`config.mk`:
```
export PLATFORM = sky130hd
export DESIGN_NAME = fbr_boot_read
export DESIGN_NICKNAME = d
export VERILOG_FILES = /design/src/logic/fbr_pkg.sv /design/src/logic/fbr_boot_read.sv
export SDC_FILE = /design/constraint.sdc
export NUM_CORES = 1
export LEC_CHECK = 0
export BUFFER_PORTS_ARGS = -buffer_cell sky130_fd_sc_hd__buf_4
export CAP_MARGIN = 20
export CORE_MARGIN = 5
export CORE_UTILIZATION = 25
export CTS_CLUSTER_DIAMETER = 200
export DETAILED_ROUTE_END_ITERATION = 10
export PLACE_DENSITY = 0.47
export SYNTH_ARGS = -nofsm -noshare
export SYNTH_HDL_FRONTEND = slang
export SYNTH_SLANG_ARGS = --single-unit
export TNS_END_PERCENT = 20
```
`constraint.sdc`:
```
create_clock -name clk_sys -period 9.3 [get_ports clk_sys]
set_input_delay 1.395 -clock clk_sys [delete_from_list [all_inputs] [get_ports clk_sys]]
set_output_delay 1.395 -clock clk_sys [all_outputs]
set_load 0.1 [all_outputs]
```
`src/logic/fbr_pkg.sv`:
```
`default_nettype none

package fbr_pkg;
  // Instruction codes.
  localparam logic [7:0] CLEAR_WRITE_LATCH_CMD = 8'h04;
  localparam logic [7:0] SET_WRITE_LATCH_CMD = 8'h06;
  localparam logic [7:0] CLEAR_FAIL_FLAGS_CMD = 8'h30;
  localparam logic [7:0] STATUS_READ_CMD = 8'h05;
  localparam logic [7:0] BOOT_REG_READ_CMD = 8'h14;
  localparam logic [7:0] BOOT_REG_WRITE_CMD = 8'h15;
  localparam logic [7:0] READ_CMD = 8'h03;
  localparam logic [7:0] FOUR_BYTE_READ_CMD = 8'h13;

  // Bit positions in status_register_one.
  localparam int SR_IN_PROGRESS = 0;
  localparam int SR_WRITE_LATCH = 1;
  localparam int SR_ERASE_FAIL = 5;
  localparam int SR_PROGRAM_FAIL = 6;

  // Fields of boot_read_config.
  localparam int BOOT_ENABLE_BIT = 0;
  localparam int BOOT_DELAY_LSB = 1;
  localparam int BOOT_DELAY_W = 8;
  localparam int BOOT_ADDR_LSB = 9;
  localparam int BOOT_ADDR_W = 23;
  localparam logic [31:0] BOOT_REG_RESET = 32'h0000_0000;

  // Array geometry: only A23..A0 reach the array.
  localparam int ARRAY_ADDR_W = 24;
  localparam int BYTE_W = 8;
  localparam int FIFO_DEPTH = 16;

  // Serial bit counts.
  localparam logic [5:0] LAST_CMD_BIT = 6'h07;
  localparam logic [5:0] LAST_ADDR3_BIT = 6'h17;
  localparam logic [5:0] LAST_ADDR4_BIT = 6'h1F;
  localparam logic [5:0] LAST_DATA_BIT = 6'h1F;

  // Self-timed boot register update.
  localparam int CLK_PERIOD_NS = 10;
  localparam int UPD_TIME_US = 100;
  localparam int UPD_CYCLES = (UPD_TIME_US * 1000) / CLK_PERIOD_NS;

  typedef enum logic [2:0] {
    ST_IDLE, ST_CMD, ST_ADDR, ST_ARM, ST_WDATA, ST_WARM, ST_DELAY, ST_DATA
  } fbr_state_t;
  localparam fbr_state_t ST_IGNORE = ST_IDLE;
endpackage

`default_nettype wire

```
`src/logic/fbr_boot_read.sv`:
```
// Summary of operation
// - Write-disable 04h clears the write enable latch.
// - Write-disable ignored while operation in progress.
// - Write-disable needs chip select after eighth bit.
// - Clear-status 30h resets erase and program fail.
// - Clear-status needs no latch, works while busy.
// - Enabled boot read starts fetching at reset.
// - Boot data waits the start-delay clock count.
// - Boot address: 23 bits, 512-byte aligned, default zero.
// - Boot data streams until chip select rises.
// - Boot read never repeats until next reset.
// - Quad enable gives four-bit boot data.
// - Boot register read 14h: low byte first.
// - Boot register read repeats every 32 cycles.
// - Boot register write 15h needs write latch.
// - Write runs on chip select after 32nd bit.
// - Update end clears latch and in-progress flag.
// - Update failure sets erase or program fail.
// - Address bits above A23 are ignored.
// - Chip select rise ends any read.
// - Read 03h takes 3/4 bytes, 13h four.
// - Read address increments and wraps to zero.
// - Write-enable 06h sets the write enable latch.
`default_nettype none

module fbr_fifo #(
  parameter int W = 8,
  parameter int DEPTH = 16
) (
  // Clock and reset
  input wire logic clk_sys,
  input wire logic arst_n,
  input wire logic flush,
  // Fill side
  input wire logic in_valid,
  input wire logic [W-1:0] in_data,
  output logic in_ready,
  // Drain side
  output logic out_valid,
  output logic [W-1:0] out_data,
  input wire logic out_ready
);
  localparam int AW = $clog2(DEPTH);
  if (DEPTH < 2 || (1 << AW) != DEPTH) begin : g_bad_depth
    $error("FIFO depth must be a power of two of at least two");
  end
  typedef struct packed {
    logic [DEPTH-1:0][W-1:0] mem;
    logic [AW-1:0] wr;
    logic [AW-1:0] rd;
    logic [AW:0] cnt;
  } fbr_fifo_st_t;
  fbr_fifo_st_t q;
  fbr_fifo_st_t d;
  logic push;
  logic pop;

  assign in_ready = (q.cnt != (AW+1)'(DEPTH));
  assign out_valid = (q.cnt != '0);
  assign out_data = q.mem[q.rd];
  assign push = in_valid && in_ready;
  assign pop = out_valid && out_ready;

  always_comb begin
    d = q;
    if (flush) begin
      d.wr = '0;
      d.rd = '0;
      d.cnt = '0;
    end else begin
      if (push) begin
        d.mem[q.wr] = in_data;
        d.wr = q.wr + 1'b1;
      end
      if (pop) begin
        d.rd = q.rd + 1'b1;
      end
      d.cnt = q.cnt + (AW+1)'(push) - (AW+1)'(pop);
    end
  end

  always_ff @(posedge clk_sys or negedge arst_n) begin
    if (!arst_n) begin
      q <= '0;
    end else begin
      q <= d;
    end
  end
endmodule

module fbr_boot_read #(
  parameter int UPD_CYCLES = fbr_pkg::UPD_CYCLES,
  parameter logic [31:0] BOOT_REG_INIT = fbr_pkg::BOOT_REG_RESET
) (
  // Clock and reset
  input wire logic clk_sys,
  input wire logic arst_n,
  // Serial pins
  input wire logic cs_n,
  input wire logic sck,
  input wire logic [3:0] io_i,
  output logic [3:0] io_o,
  output logic [3:0] io_oe,
  // Device configuration and embedded operations
  input wire logic quad_enable,
  input wire logic four_byte_address_mode,
  input wire logic ext_busy,
  input wire logic upd_erase_fail,
  input wire logic upd_program_fail,
  // Array read port
  output logic arr_req,
  output logic [fbr_pkg::ARRAY_ADDR_W-1:0] arr_addr,
  input wire logic arr_ack,
  input wire logic [7:0] arr_data,
  // Visible state
  output logic [7:0] status_one,
  output logic [31:0] boot_read_config
);
  localparam int UCW = $clog2(UPD_CYCLES + 1);
  localparam int CS = 2;
  localparam int CK = 1;
  localparam int SI = 0;
  if (UPD_CYCLES < 1) begin : g_bad_upd
    $error("UPD_CYCLES must be at least one");
  end

  typedef struct packed {
    logic [2:0] s1;
    logic [2:0] s2;
    logic [2:0] s3;
    fbr_pkg::fbr_state_t st;
    logic [5:0] bits;
    logic [31:0] sr;
    logic [7:0] op;
    logic long_addr;
    logic [7:0] out_sr;
    logic [2:0] out_cnt;
    logic [1:0] src;
    logic [1:0] byte_idx;
    logic [7:0] dly;
    logic wide;
    logic boot_go;
    logic boot_pend;
    logic [31:0] boot_reg;
    logic [31:0] new_reg;
    logic wr_latch;
    logic efail;
    logic pfail;
    logic upd_busy;
    logic [UCW-1:0] upd_cnt;
    logic f_act;
    logic f_req;
    logic f_drop;
    logic [fbr_pkg::ARRAY_ADDR_W-1:0] f_addr;
    logic [3:0] io_o;
    logic [3:0] io_oe;
  } fbr_st_t;

  // Synchronisers start at the idle pin levels so that no false edge follows reset.
  localparam fbr_st_t RESET_ST = '{st: fbr_pkg::ST_IDLE, s1: 3'h4, s2: 3'h4, s3: 3'h4,
    boot_go: 1'b1, boot_pend: 1'b1, boot_reg: BOOT_REG_INIT, default: '0};
  localparam logic [1:0] SRC_FIFO = 2'h0;
  localparam logic [1:0] SRC_BOOT = 2'h1;
  localparam logic [1:0] SRC_STAT = 2'h2;

  fbr_st_t q;
  fbr_st_t d;
  logic cs_rise;
  logic cs_fall;
  logic sck_rise;
  logic sck_fall;
  logic op_busy;
  logic [7:0] op_in;
  logic upd_end;
  logic load;
  logic pop;
  logic restart;
  logic flush;
  logic [fbr_pkg::ARRAY_ADDR_W-1:0] new_addr;
  logic fifo_in_valid;
  logic fifo_in_ready;
  logic fifo_out_valid;
  logic [7:0] fifo_out_data;

  function automatic logic [31:0] byte_swap(input logic [31:0] v);
    return {v[7:0], v[15:8], v[23:16], v[31:24]};
  endfunction

  function automatic logic [7:0] status_byte(input fbr_st_t s, input logic busy);
    logic [7:0] r;
    r = 8'h00;
    r[fbr_pkg::SR_IN_PROGRESS] = busy;
    r[fbr_pkg::SR_WRITE_LATCH] = s.wr_latch;
    r[fbr_pkg::SR_ERASE_FAIL] = s.efail;
    r[fbr_pkg::SR_PROGRAM_FAIL] = s.pfail;
    return r;
  endfunction

  // Edges are taken from the second and third stages only.
  assign cs_rise = !q.s3[CS] && q.s2[CS];
  assign cs_fall = q.s3[CS] && !q.s2[CS];
  assign sck_rise = !q.s3[CK] && q.s2[CK];
  assign sck_fall = q.s3[CK] && !q.s2[CK];
  assign op_busy = q.upd_busy || ext_busy;
  assign op_in = {q.sr[6:0], q.s2[SI]};
  assign upd_end = q.upd_busy && (q.upd_cnt == '0);
  assign flush = cs_rise || restart;
  assign fifo_in_valid = q.f_req && arr_ack && !q.f_drop && !flush;

  always_comb begin
    d = q;
    load = 1'b0;
    pop = 1'b0;
    restart = 1'b0;
    new_addr = q.f_addr;
    d.s1 = {cs_n, sck, io_i[0]};
    d.s2 = q.s1;
    d.s3 = q.s2;
    if (q.boot_go) begin
      d.boot_go = 1'b0;
      if (q.boot_reg[fbr_pkg::BOOT_ENABLE_BIT]) begin
        restart = 1'b1;
        new_addr = q.boot_reg[fbr_pkg::ARRAY_ADDR_W-1:0] & {{15{1'b1}}, 9'h000};
      end else begin
        d.boot_pend = 1'b0;
      end
    end
    if (cs_rise) begin
      if (q.st == fbr_pkg::ST_ARM) begin
        case (q.op)
          fbr_pkg::CLEAR_WRITE_LATCH_CMD: if (!op_busy) d.wr_latch = 1'b0;
          fbr_pkg::SET_WRITE_LATCH_CMD: d.wr_latch = 1'b1;
          fbr_pkg::CLEAR_FAIL_FLAGS_CMD: begin
            d.efail = 1'b0;
            d.pfail = 1'b0;
          end
          default: ;
        endcase
      end else if (q.st == fbr_pkg::ST_WARM) begin
        d.upd_busy = 1'b1;
        d.upd_cnt = UCW'(UPD_CYCLES - 1);
      end
      if (q.st != fbr_pkg::ST_IDLE) begin
        d.boot_pend = 1'b0;
      end
      d.st = fbr_pkg::ST_IDLE;
      d.f_act = 1'b0;
    end else if (cs_fall) begin
      d.bits = '0;
      if (q.boot_pend) begin
        d.wide = quad_enable;
        d.src = SRC_FIFO;
        d.dly = q.boot_reg[fbr_pkg::BOOT_DELAY_LSB +: fbr_pkg::BOOT_DELAY_W];
        if (d.dly == 8'h00) begin
          load = 1'b1;
          d.st = fbr_pkg::ST_DATA;
        end else begin
          d.st = fbr_pkg::ST_DELAY;
        end
      end else begin
        d.st = fbr_pkg::ST_CMD;
      end
    end else if (sck_rise) begin
      d.sr = {q.sr[30:0], q.s2[SI]};
      d.bits = q.bits + 6'h01;
      case (q.st)
        fbr_pkg::ST_CMD: begin
          if (q.bits == fbr_pkg::LAST_CMD_BIT) begin
            d.op = op_in;
            d.bits = '0;
            d.wide = 1'b0;
            d.out_cnt = 3'h7;
            d.byte_idx = 2'h0;
            case (op_in)
              fbr_pkg::STATUS_READ_CMD: begin
                d.st = fbr_pkg::ST_DATA;
                d.src = SRC_STAT;
              end
              fbr_pkg::BOOT_REG_READ_CMD: begin
                d.st = fbr_pkg::ST_DATA;
                d.src = SRC_BOOT;
              end
              fbr_pkg::READ_CMD: begin
                d.st = fbr_pkg::ST_ADDR;
                d.long_addr = four_byte_address_mode;
              end
              fbr_pkg::FOUR_BYTE_READ_CMD: begin
                d.st = fbr_pkg::ST_ADDR;
                d.long_addr = 1'b1;
              end
              fbr_pkg::BOOT_REG_WRITE_CMD: begin
                d.st = q.wr_latch ? fbr_pkg::ST_WDATA : fbr_pkg::ST_IGNORE;
              end
              fbr_pkg::CLEAR_WRITE_LATCH_CMD,
              fbr_pkg::SET_WRITE_LATCH_CMD,
              fbr_pkg::CLEAR_FAIL_FLAGS_CMD: d.st = fbr_pkg::ST_ARM;
              default: d.st = fbr_pkg::ST_IGNORE;
            endcase
          end
        end
        fbr_pkg::ST_ADDR: begin
          if (q.bits == (q.long_addr ? fbr_pkg::LAST_ADDR4_BIT : fbr_pkg::LAST_ADDR3_BIT)) begin
            restart = 1'b1;
            new_addr = d.sr[fbr_pkg::ARRAY_ADDR_W-1:0];
            d.src = SRC_FIFO;
            d.st = fbr_pkg::ST_DATA;
          end
        end
        fbr_pkg::ST_WDATA: begin
          if (q.bits == fbr_pkg::LAST_DATA_BIT) begin
            d.new_reg = byte_swap(d.sr);
            d.st = fbr_pkg::ST_WARM;
          end
        end
        // A ninth bit or a 33rd bit cancels the pending action.
        fbr_pkg::ST_ARM, fbr_pkg::ST_WARM: d.st = fbr_pkg::ST_IGNORE;
        default: ;
      endcase
    end else if (sck_fall) begin
      if (q.st == fbr_pkg::ST_DELAY) begin
        d.dly = q.dly - 8'h01;
        if (q.dly == 8'h01) begin
          load = 1'b1;
          d.st = fbr_pkg::ST_DATA;
        end
      end else if (q.st == fbr_pkg::ST_DATA) begin
        if (q.out_cnt == (q.wide ? 3'h1 : 3'h7)) begin
          load = 1'b1;
        end else begin
          d.out_sr = q.wide ? {q.out_sr[3:0], 4'h0} : {q.out_sr[6:0], 1'b0};
          d.out_cnt = q.out_cnt + 3'h1;
        end
      end
    end
    if (load) begin
      d.out_cnt = 3'h0;
      case (d.src)
        SRC_FIFO: begin
          // An empty FIFO gives the stale entry at the read pointer; the array must keep up.
          d.out_sr = fifo_out_data;
          pop = fifo_out_valid;
        end
        SRC_BOOT: begin
          d.out_sr = q.boot_reg[8*q.byte_idx +: 8];
          d.byte_idx = q.byte_idx + 2'h1;
        end
        default: d.out_sr = status_byte(q, op_busy);
      endcase
    end
    // Array fetch: one request outstanding, issued only with room to land.
    if (flush) begin
      d.f_act = restart;
      d.f_addr = new_addr;
      d.f_drop = q.f_req && !arr_ack;
      d.f_req = q.f_req && !arr_ack;
    end else if (q.f_req && arr_ack) begin
      d.f_req = 1'b0;
      d.f_drop = 1'b0;
      if (!q.f_drop) begin
        d.f_addr = q.f_addr + 24'h000001;
      end
    end else if (q.f_act && !q.f_req && fifo_in_ready) begin
      d.f_req = 1'b1;
    end
    if (upd_end) begin
      d.upd_busy = 1'b0;
      d.wr_latch = 1'b0;
      // Failure flags are set after any clear above, so the set wins.
      d.efail = d.efail || upd_erase_fail;
      d.pfail = d.pfail || upd_program_fail;
      if (!upd_erase_fail && !upd_program_fail) begin
        d.boot_reg = q.new_reg;
      end
    end else if (q.upd_busy) begin
      d.upd_cnt = q.upd_cnt - UCW'(1);
    end
    d.io_oe = 4'h0;
    if (d.st == fbr_pkg::ST_DATA) begin
      d.io_oe = d.wide ? 4'hF : 4'h2;
    end
    d.io_o = d.wide ? d.out_sr[7:4] : {2'h0, d.out_sr[7], 1'b0};
  end

  always_ff @(posedge clk_sys or negedge arst_n) begin
    if (!arst_n) begin
      q <= RESET_ST;
    end else begin
      q <= d;
    end
  end

  fbr_fifo #(.W(fbr_pkg::BYTE_W), .DEPTH(fbr_pkg::FIFO_DEPTH)) u_fifo (
    .clk_sys(clk_sys),
    .arst_n(arst_n),
    .flush(flush),
    .in_valid(fifo_in_valid),
    .in_data(arr_data),
    .in_ready(fifo_in_ready),
    .out_valid(fifo_out_valid),
    .out_data(fifo_out_data),
    .out_ready(pop)
  );

  assign io_o = q.io_o;
  assign io_oe = q.io_oe;
  assign arr_req = q.f_req;
  assign arr_addr = q.f_addr;
  assign status_one = status_byte(q, q.upd_busy);
  assign boot_read_config = q.boot_reg;
endmodule

`default_nettype wire

```
-- After elaboration in Yosys (flattened, before gate mapping)
Index checks and enable logic that the tools add are counted.
- memories kept: 0
- bits in writable memories: 0
- latch bits: 0
- word-level logic and storage cells: 283
- memory bits (read-only): 0
- bits in registers: 343
- input port bits: 22
- add/sub/neg operators: 10
- order comparisons: 3
- multiplexer cells: 109
- bitwise logic cells: 3
- reduce and logical (&&, ||, !) cells: 68
- multiply operators: 0
- div/mod/pow operators: 0
- shift-type cells: 1
- equal/unequal tests: 40
- operators by type and width (cell ; number):
    24-bit 2-to-1 mux ; 9
    128-bit bitwise mux ; 1
    11-bit 2-to-1 mux ; 6
    8-bit 2-to-1 mux ; 7
    9-bit 2-to-1 mux ; 6
    47-bit 2-to-1 mux ; 1
    8-bit by 3-bit equality test with 1-bit output (second input constant) ; 5
    3-bit 2-to-1 mux ; 13
    8-bit binary-select mux with 4-bit select ; 1
    8-bit demux with 4-bit select ; 1
    4-bit 2-to-1 mux ; 8
    32-bit by 6-bit variable part select with 8-bit output ; 1
    1-bit 2-to-1 mux ; 31
    15-bit 2-to-1 mux ; 2
    14-bit 2-to-1 mux ; 2
    26-bit 2-to-1 mux ; 1
    2-bit nonzero test ; 13
    25-bit 2-to-1 mux ; 1
    24-bit by 1-bit adder with 24-bit output (second input constant) ; 1
    8-bit by 5-bit equality test with 1-bit output (second input constant) ; 3
    3-bit one-hot mux with 4 select lines ; 2
    19-bit 2-to-1 mux ; 1
    8-bit by 6-bit equality test with 1-bit output (second input constant) ; 2
    2-bit 2-to-1 mux ; 8
    other kinds (49) ; 108

-- Longest topological paths before layout
- depth after elaboration: 15
- mapped depth: 17
- mapped depth without buffers: 15

-- Cells and area by module
A second synthesis with hierarchy kept.
- cell total of the unflattened synthesis: 1435
- area, all modules: 17136.4 µm²
- by module, submodules not included (module ; cells an instance ; area each (µm²) ; seq. area each (µm²) ; times used):
    fbr_boot_read ; 993 ; 10405.0 ; 4961.0 ; 1
    fbr_fifo ; 442 ; 6731.5 ; 3528.4 ; 1

-- Worst setup path before layout
No wires, ideal clock.
- path type: register to register
- start point: register q[195] (netlist bit)
- end point: register u_fifo.q[4] (netlist bit)
- buffers on the path: 1
- data required time: 9.222 ns
- arrival: 3.690 ns
- path slack: 5.532 ns
- cell stages (with the launch flop): 17
- period minus slack after synthesis: 3.768 ns
- path through: dfstp_2 -> inv_1 -> ha_1 -> or4b_4 -> a211oi_2 -> a211oi_2 -> o211a_1 -> buf_6 -> nor4b_4 -> ha_1 -> inv_1 -> ha_1 -> fa_1 -> a21oi_1 -> nor2_1 -> or3_1 -> a21oi_1
- RTL lines (element ; RTL line ; text):
    start: declaration ; fbr_boot_read.sv:166 ; fbr_st_t q;
    start signal: assignment ; fbr_boot_read.sv:386 ; q <= RESET_ST;
    start signal: assignment ; fbr_boot_read.sv:388 ; q <= d;
    end signal: assignment ; fbr_boot_read.sv:84 ; q <= '0;
    end signal: assignment ; fbr_boot_read.sv:86 ; q <= d;
    end: declaration ; fbr_boot_read.sv:53 ; fbr_fifo_st_t q;

==> impl_metrics.ini <==
[synthesis]
synth_top_area_cell = dfrtp_1
synth-compound-area-share_pct = 7.02
syn_area_per_cell_um2 = 12.1
ys.flop_type = dfrtp_1
synth_seq_cells = 339
async_reset_ff_share_pct = 100
synth_edf_count = 0
syn_inst = 1407
synth_simple_gate_area_share_pct = 11.3
yosys-mux-area-fraction_pct = 23.0
synth_top_area_share_pct = 49.0
synthAdderAreaFrac_pct = 1.72
netlist_area_mm2 = 0.0170
synthXorXnorAreaFrac_pct = 1.43
yosys_warnings = 0
seq_area_frac_synth_pct = 49.8
synth_top_family_by_area = multiplexers
yosysUniqueCellTypes = 79
synth_area_leaders = dfrtp_1 49%, mux2_2 15%, mux4_2 6.3%

[detailed_routing]
wl_mm = 44.9
drc = 0
vias_per_cell = 4.74
antenna_left = 0
drt_iter0_drc = 717
firstDrtPassIters = 5
vias = 11000
wire_per_inst_um = 19.4

[worst_setup_path]
reg2reg_slack_ps = 4840
slowest_stage = ha_1
cp_cell_sequence = inv_1 -> ha_1 -> or4b_4 -> a211oi_2 -> a211oi_2 -> o221ai_4 -> nor4b_4 -> ha_1 -> inv_1 -> ha_1 -> fa_1 -> a21oi_1 -> nor2_1 -> or3_1 -> a21oi_1
reg2reg_depth = 15
start_kind = flop
cp-end-kind = flop
arrival_ps = 4940
crit_type = flop to flop
path_max_fanout = 21
cp_slowest_stage_delay_ps = 660
crit_buf_inv = 2
r2r_end = u_fifo.q[4]
crit_required_ps = 9780
path_common_cell = ha_1
reg2reg_from = q[194]
cp_top_family = adder cells

[placement]
dp_hpwl_mm = 30.9
place.gp.congestion = 0.778
dp_slack_ps = 4830
placed_area_mm2 = 0.0181
dp_cells = 2243
port_buffers = 87

[timing]
setup_viol = 0
worst_slew_pin_slew_ps = 1120
max_slew_margin_pct = 24.6
fmax_mhz = 224
rsz0062_at_grt = no
period_needed_ps = 4460
clock_skew_ps = 19.8
worst_slack_ps = 4840
final_max_slew_viol_count = 0
hold_viol_final = 0
tns_ps = 0
hold_ws_ps = 355
fin_crit_sh_pct = 48.0

[cells_and_area]
instances_no_fill = 2320
design_area_mm2 = 0.0195
num_antenna_cells = 0
area_growth_pct = 14.5
fin_nets = 1459
final_cell_mix = 333 x dfrtp_1, 228 x mux2_2, 99 x buf_4
layout-drive-gt1-share_pct = 33.7
final_util_pct = 29.0
final_common_cell = dfrtp_1

[clock_network]
h-tree-depth = 2
max-clock-path-buffers = 3
cts_tree = built
cts_made_buffers = 41
ctsHoldBuffers = 0
root_buffer = clkbuf_16
clock-sinks = 339
post_cts_buffers = 0
clock_latency_ps = 570
path_clk_slew_ps = 50
cts_resized = 0

[floorplan]
die-height_um = 271
fp-row-count = 95
start_util_pct = 25.3
core-area_mm2 = 0.0674
die_area_mm2 = 0.0735
fp.dieW_um = 271
ios = 95

[grt]
grt_max_degree = 174
grt_pass1_wl_mm = 70.1
grt_overflow = 0
grt_pass1_vias = 11300
antenna_found_initial = 1
track_usage_pct = 12.0

[hold_path]
hold_path_class = flop to flop
whs_path_depth = 0
hold_start = d[197]
min_to = d[194]

[power_and_ir_drop]
vdd.ir_drop.worst_uv = 113
power.density_mw_per_mm2 = 198
total_power_mw = 3.86
p_leak_nw = 8.83

[status]
status = finished, final reports clean

[flow_run]
max-cap-violations = 0
==> cell families after synthesis <==
group                      after synthesis
muxes                                  302
buffers and inverters                  173
other                                    1
AOI/OAI and AO/OA                      183
DFF                                    339
and+or+nand+nor                        359
adders and majority gates               23
xor gates and xnor gates                27
==> area by class of cell <==
cell class	count	area (um^2)
repair buffers	103	803
multi-input cells	899	7610
clock buffers	56	1130
flip-flops and latches	339	8490
inverters	31	116
well taps	873	1090
fillers	6828	47900
clock inverters	19	283
==> worst reg2reg max path, stage by stage, from the launching register on <==
cell and delay [ps]:
dfrtp_1 380, inv_1 60, ha_1 660, or4b_4 590
a211oi_2 240, a211oi_2 90, o221ai_4 540, nor4b_4 180
ha_1 320, inv_1 40, ha_1 190, fa_1 400
a21oi_1 150, nor2_1 70, or3_1 340, a21oi_1 150
==> synth_stat cells (10+ instances only) <==
master / n
xor2_1: 12
nand2_1: 94
mux4_2: 48
nand4_1: 18
nor2_4: 12
a31oi_1: 12
clkbuf_1: 43
mux2_2: 228
nand2b_1: 12
buf_2: 10
mux2i_1: 19
ha_1: 21
o21ai_0: 53
nor2b_1: 10
xnor2_1: 14
buf_4: 76
dfrtp_1: 334
nor2_1: 81
nand3_1: 41
o211ai_1: 18
inv_1: 31
nor3_1: 22
buf_1: 10
a21oi_1: 41
==> where the power goes <==
group	leakage, nW	switching, mW	internal (mW)
clock	0.697	0.652	1.03
sequential	4.61	0.138	1.55
combinational	3.53	0.341	0.155
total	8.83	1.13	2.73
==> layer usage <==
layer	track usage (%)	vias up	share of wire [%]
met5	0	-	0
met4	2.60	0	1.7
met3	2.98	51	5.5
met2	19.4	216	47
met1	16.6	5683	45
li1	-	5045	-
==> sequential cells by signal, indices dropped and copies added, names as in the netlist <==
| signal | count |
|---|---|
| io_oe | 2 |
| status_one | 4 |
| q | 118 |
| arr_req | 1 |
| u_fifo.q | 141 |
| boot_read_config | 32 |
| arr_addr | 24 |
| io_o | 4 |
| op_in | 7 |
| d | 6 |
==> worst max path at each step <==
stage / slack [ps] / start / endpoint / cells after the start
final: 4840 / q[194] / u_fifo.q[4] / 15
after global placement: 4820 / q[194] / u_fifo.q[4] / 15
after detailed placement: 4830 / q[194] / u_fifo.q[4] / 15
after floorplan: 5530 / q[195] / u_fifo.q[4] / 16
after global routing: 4570 / q[194] / u_fifo.q[4] / 15
after CTS: 4810 / q[194] / u_fifo.q[4] / 15
No activity file was read; power rests on OpenSTA's default activity.
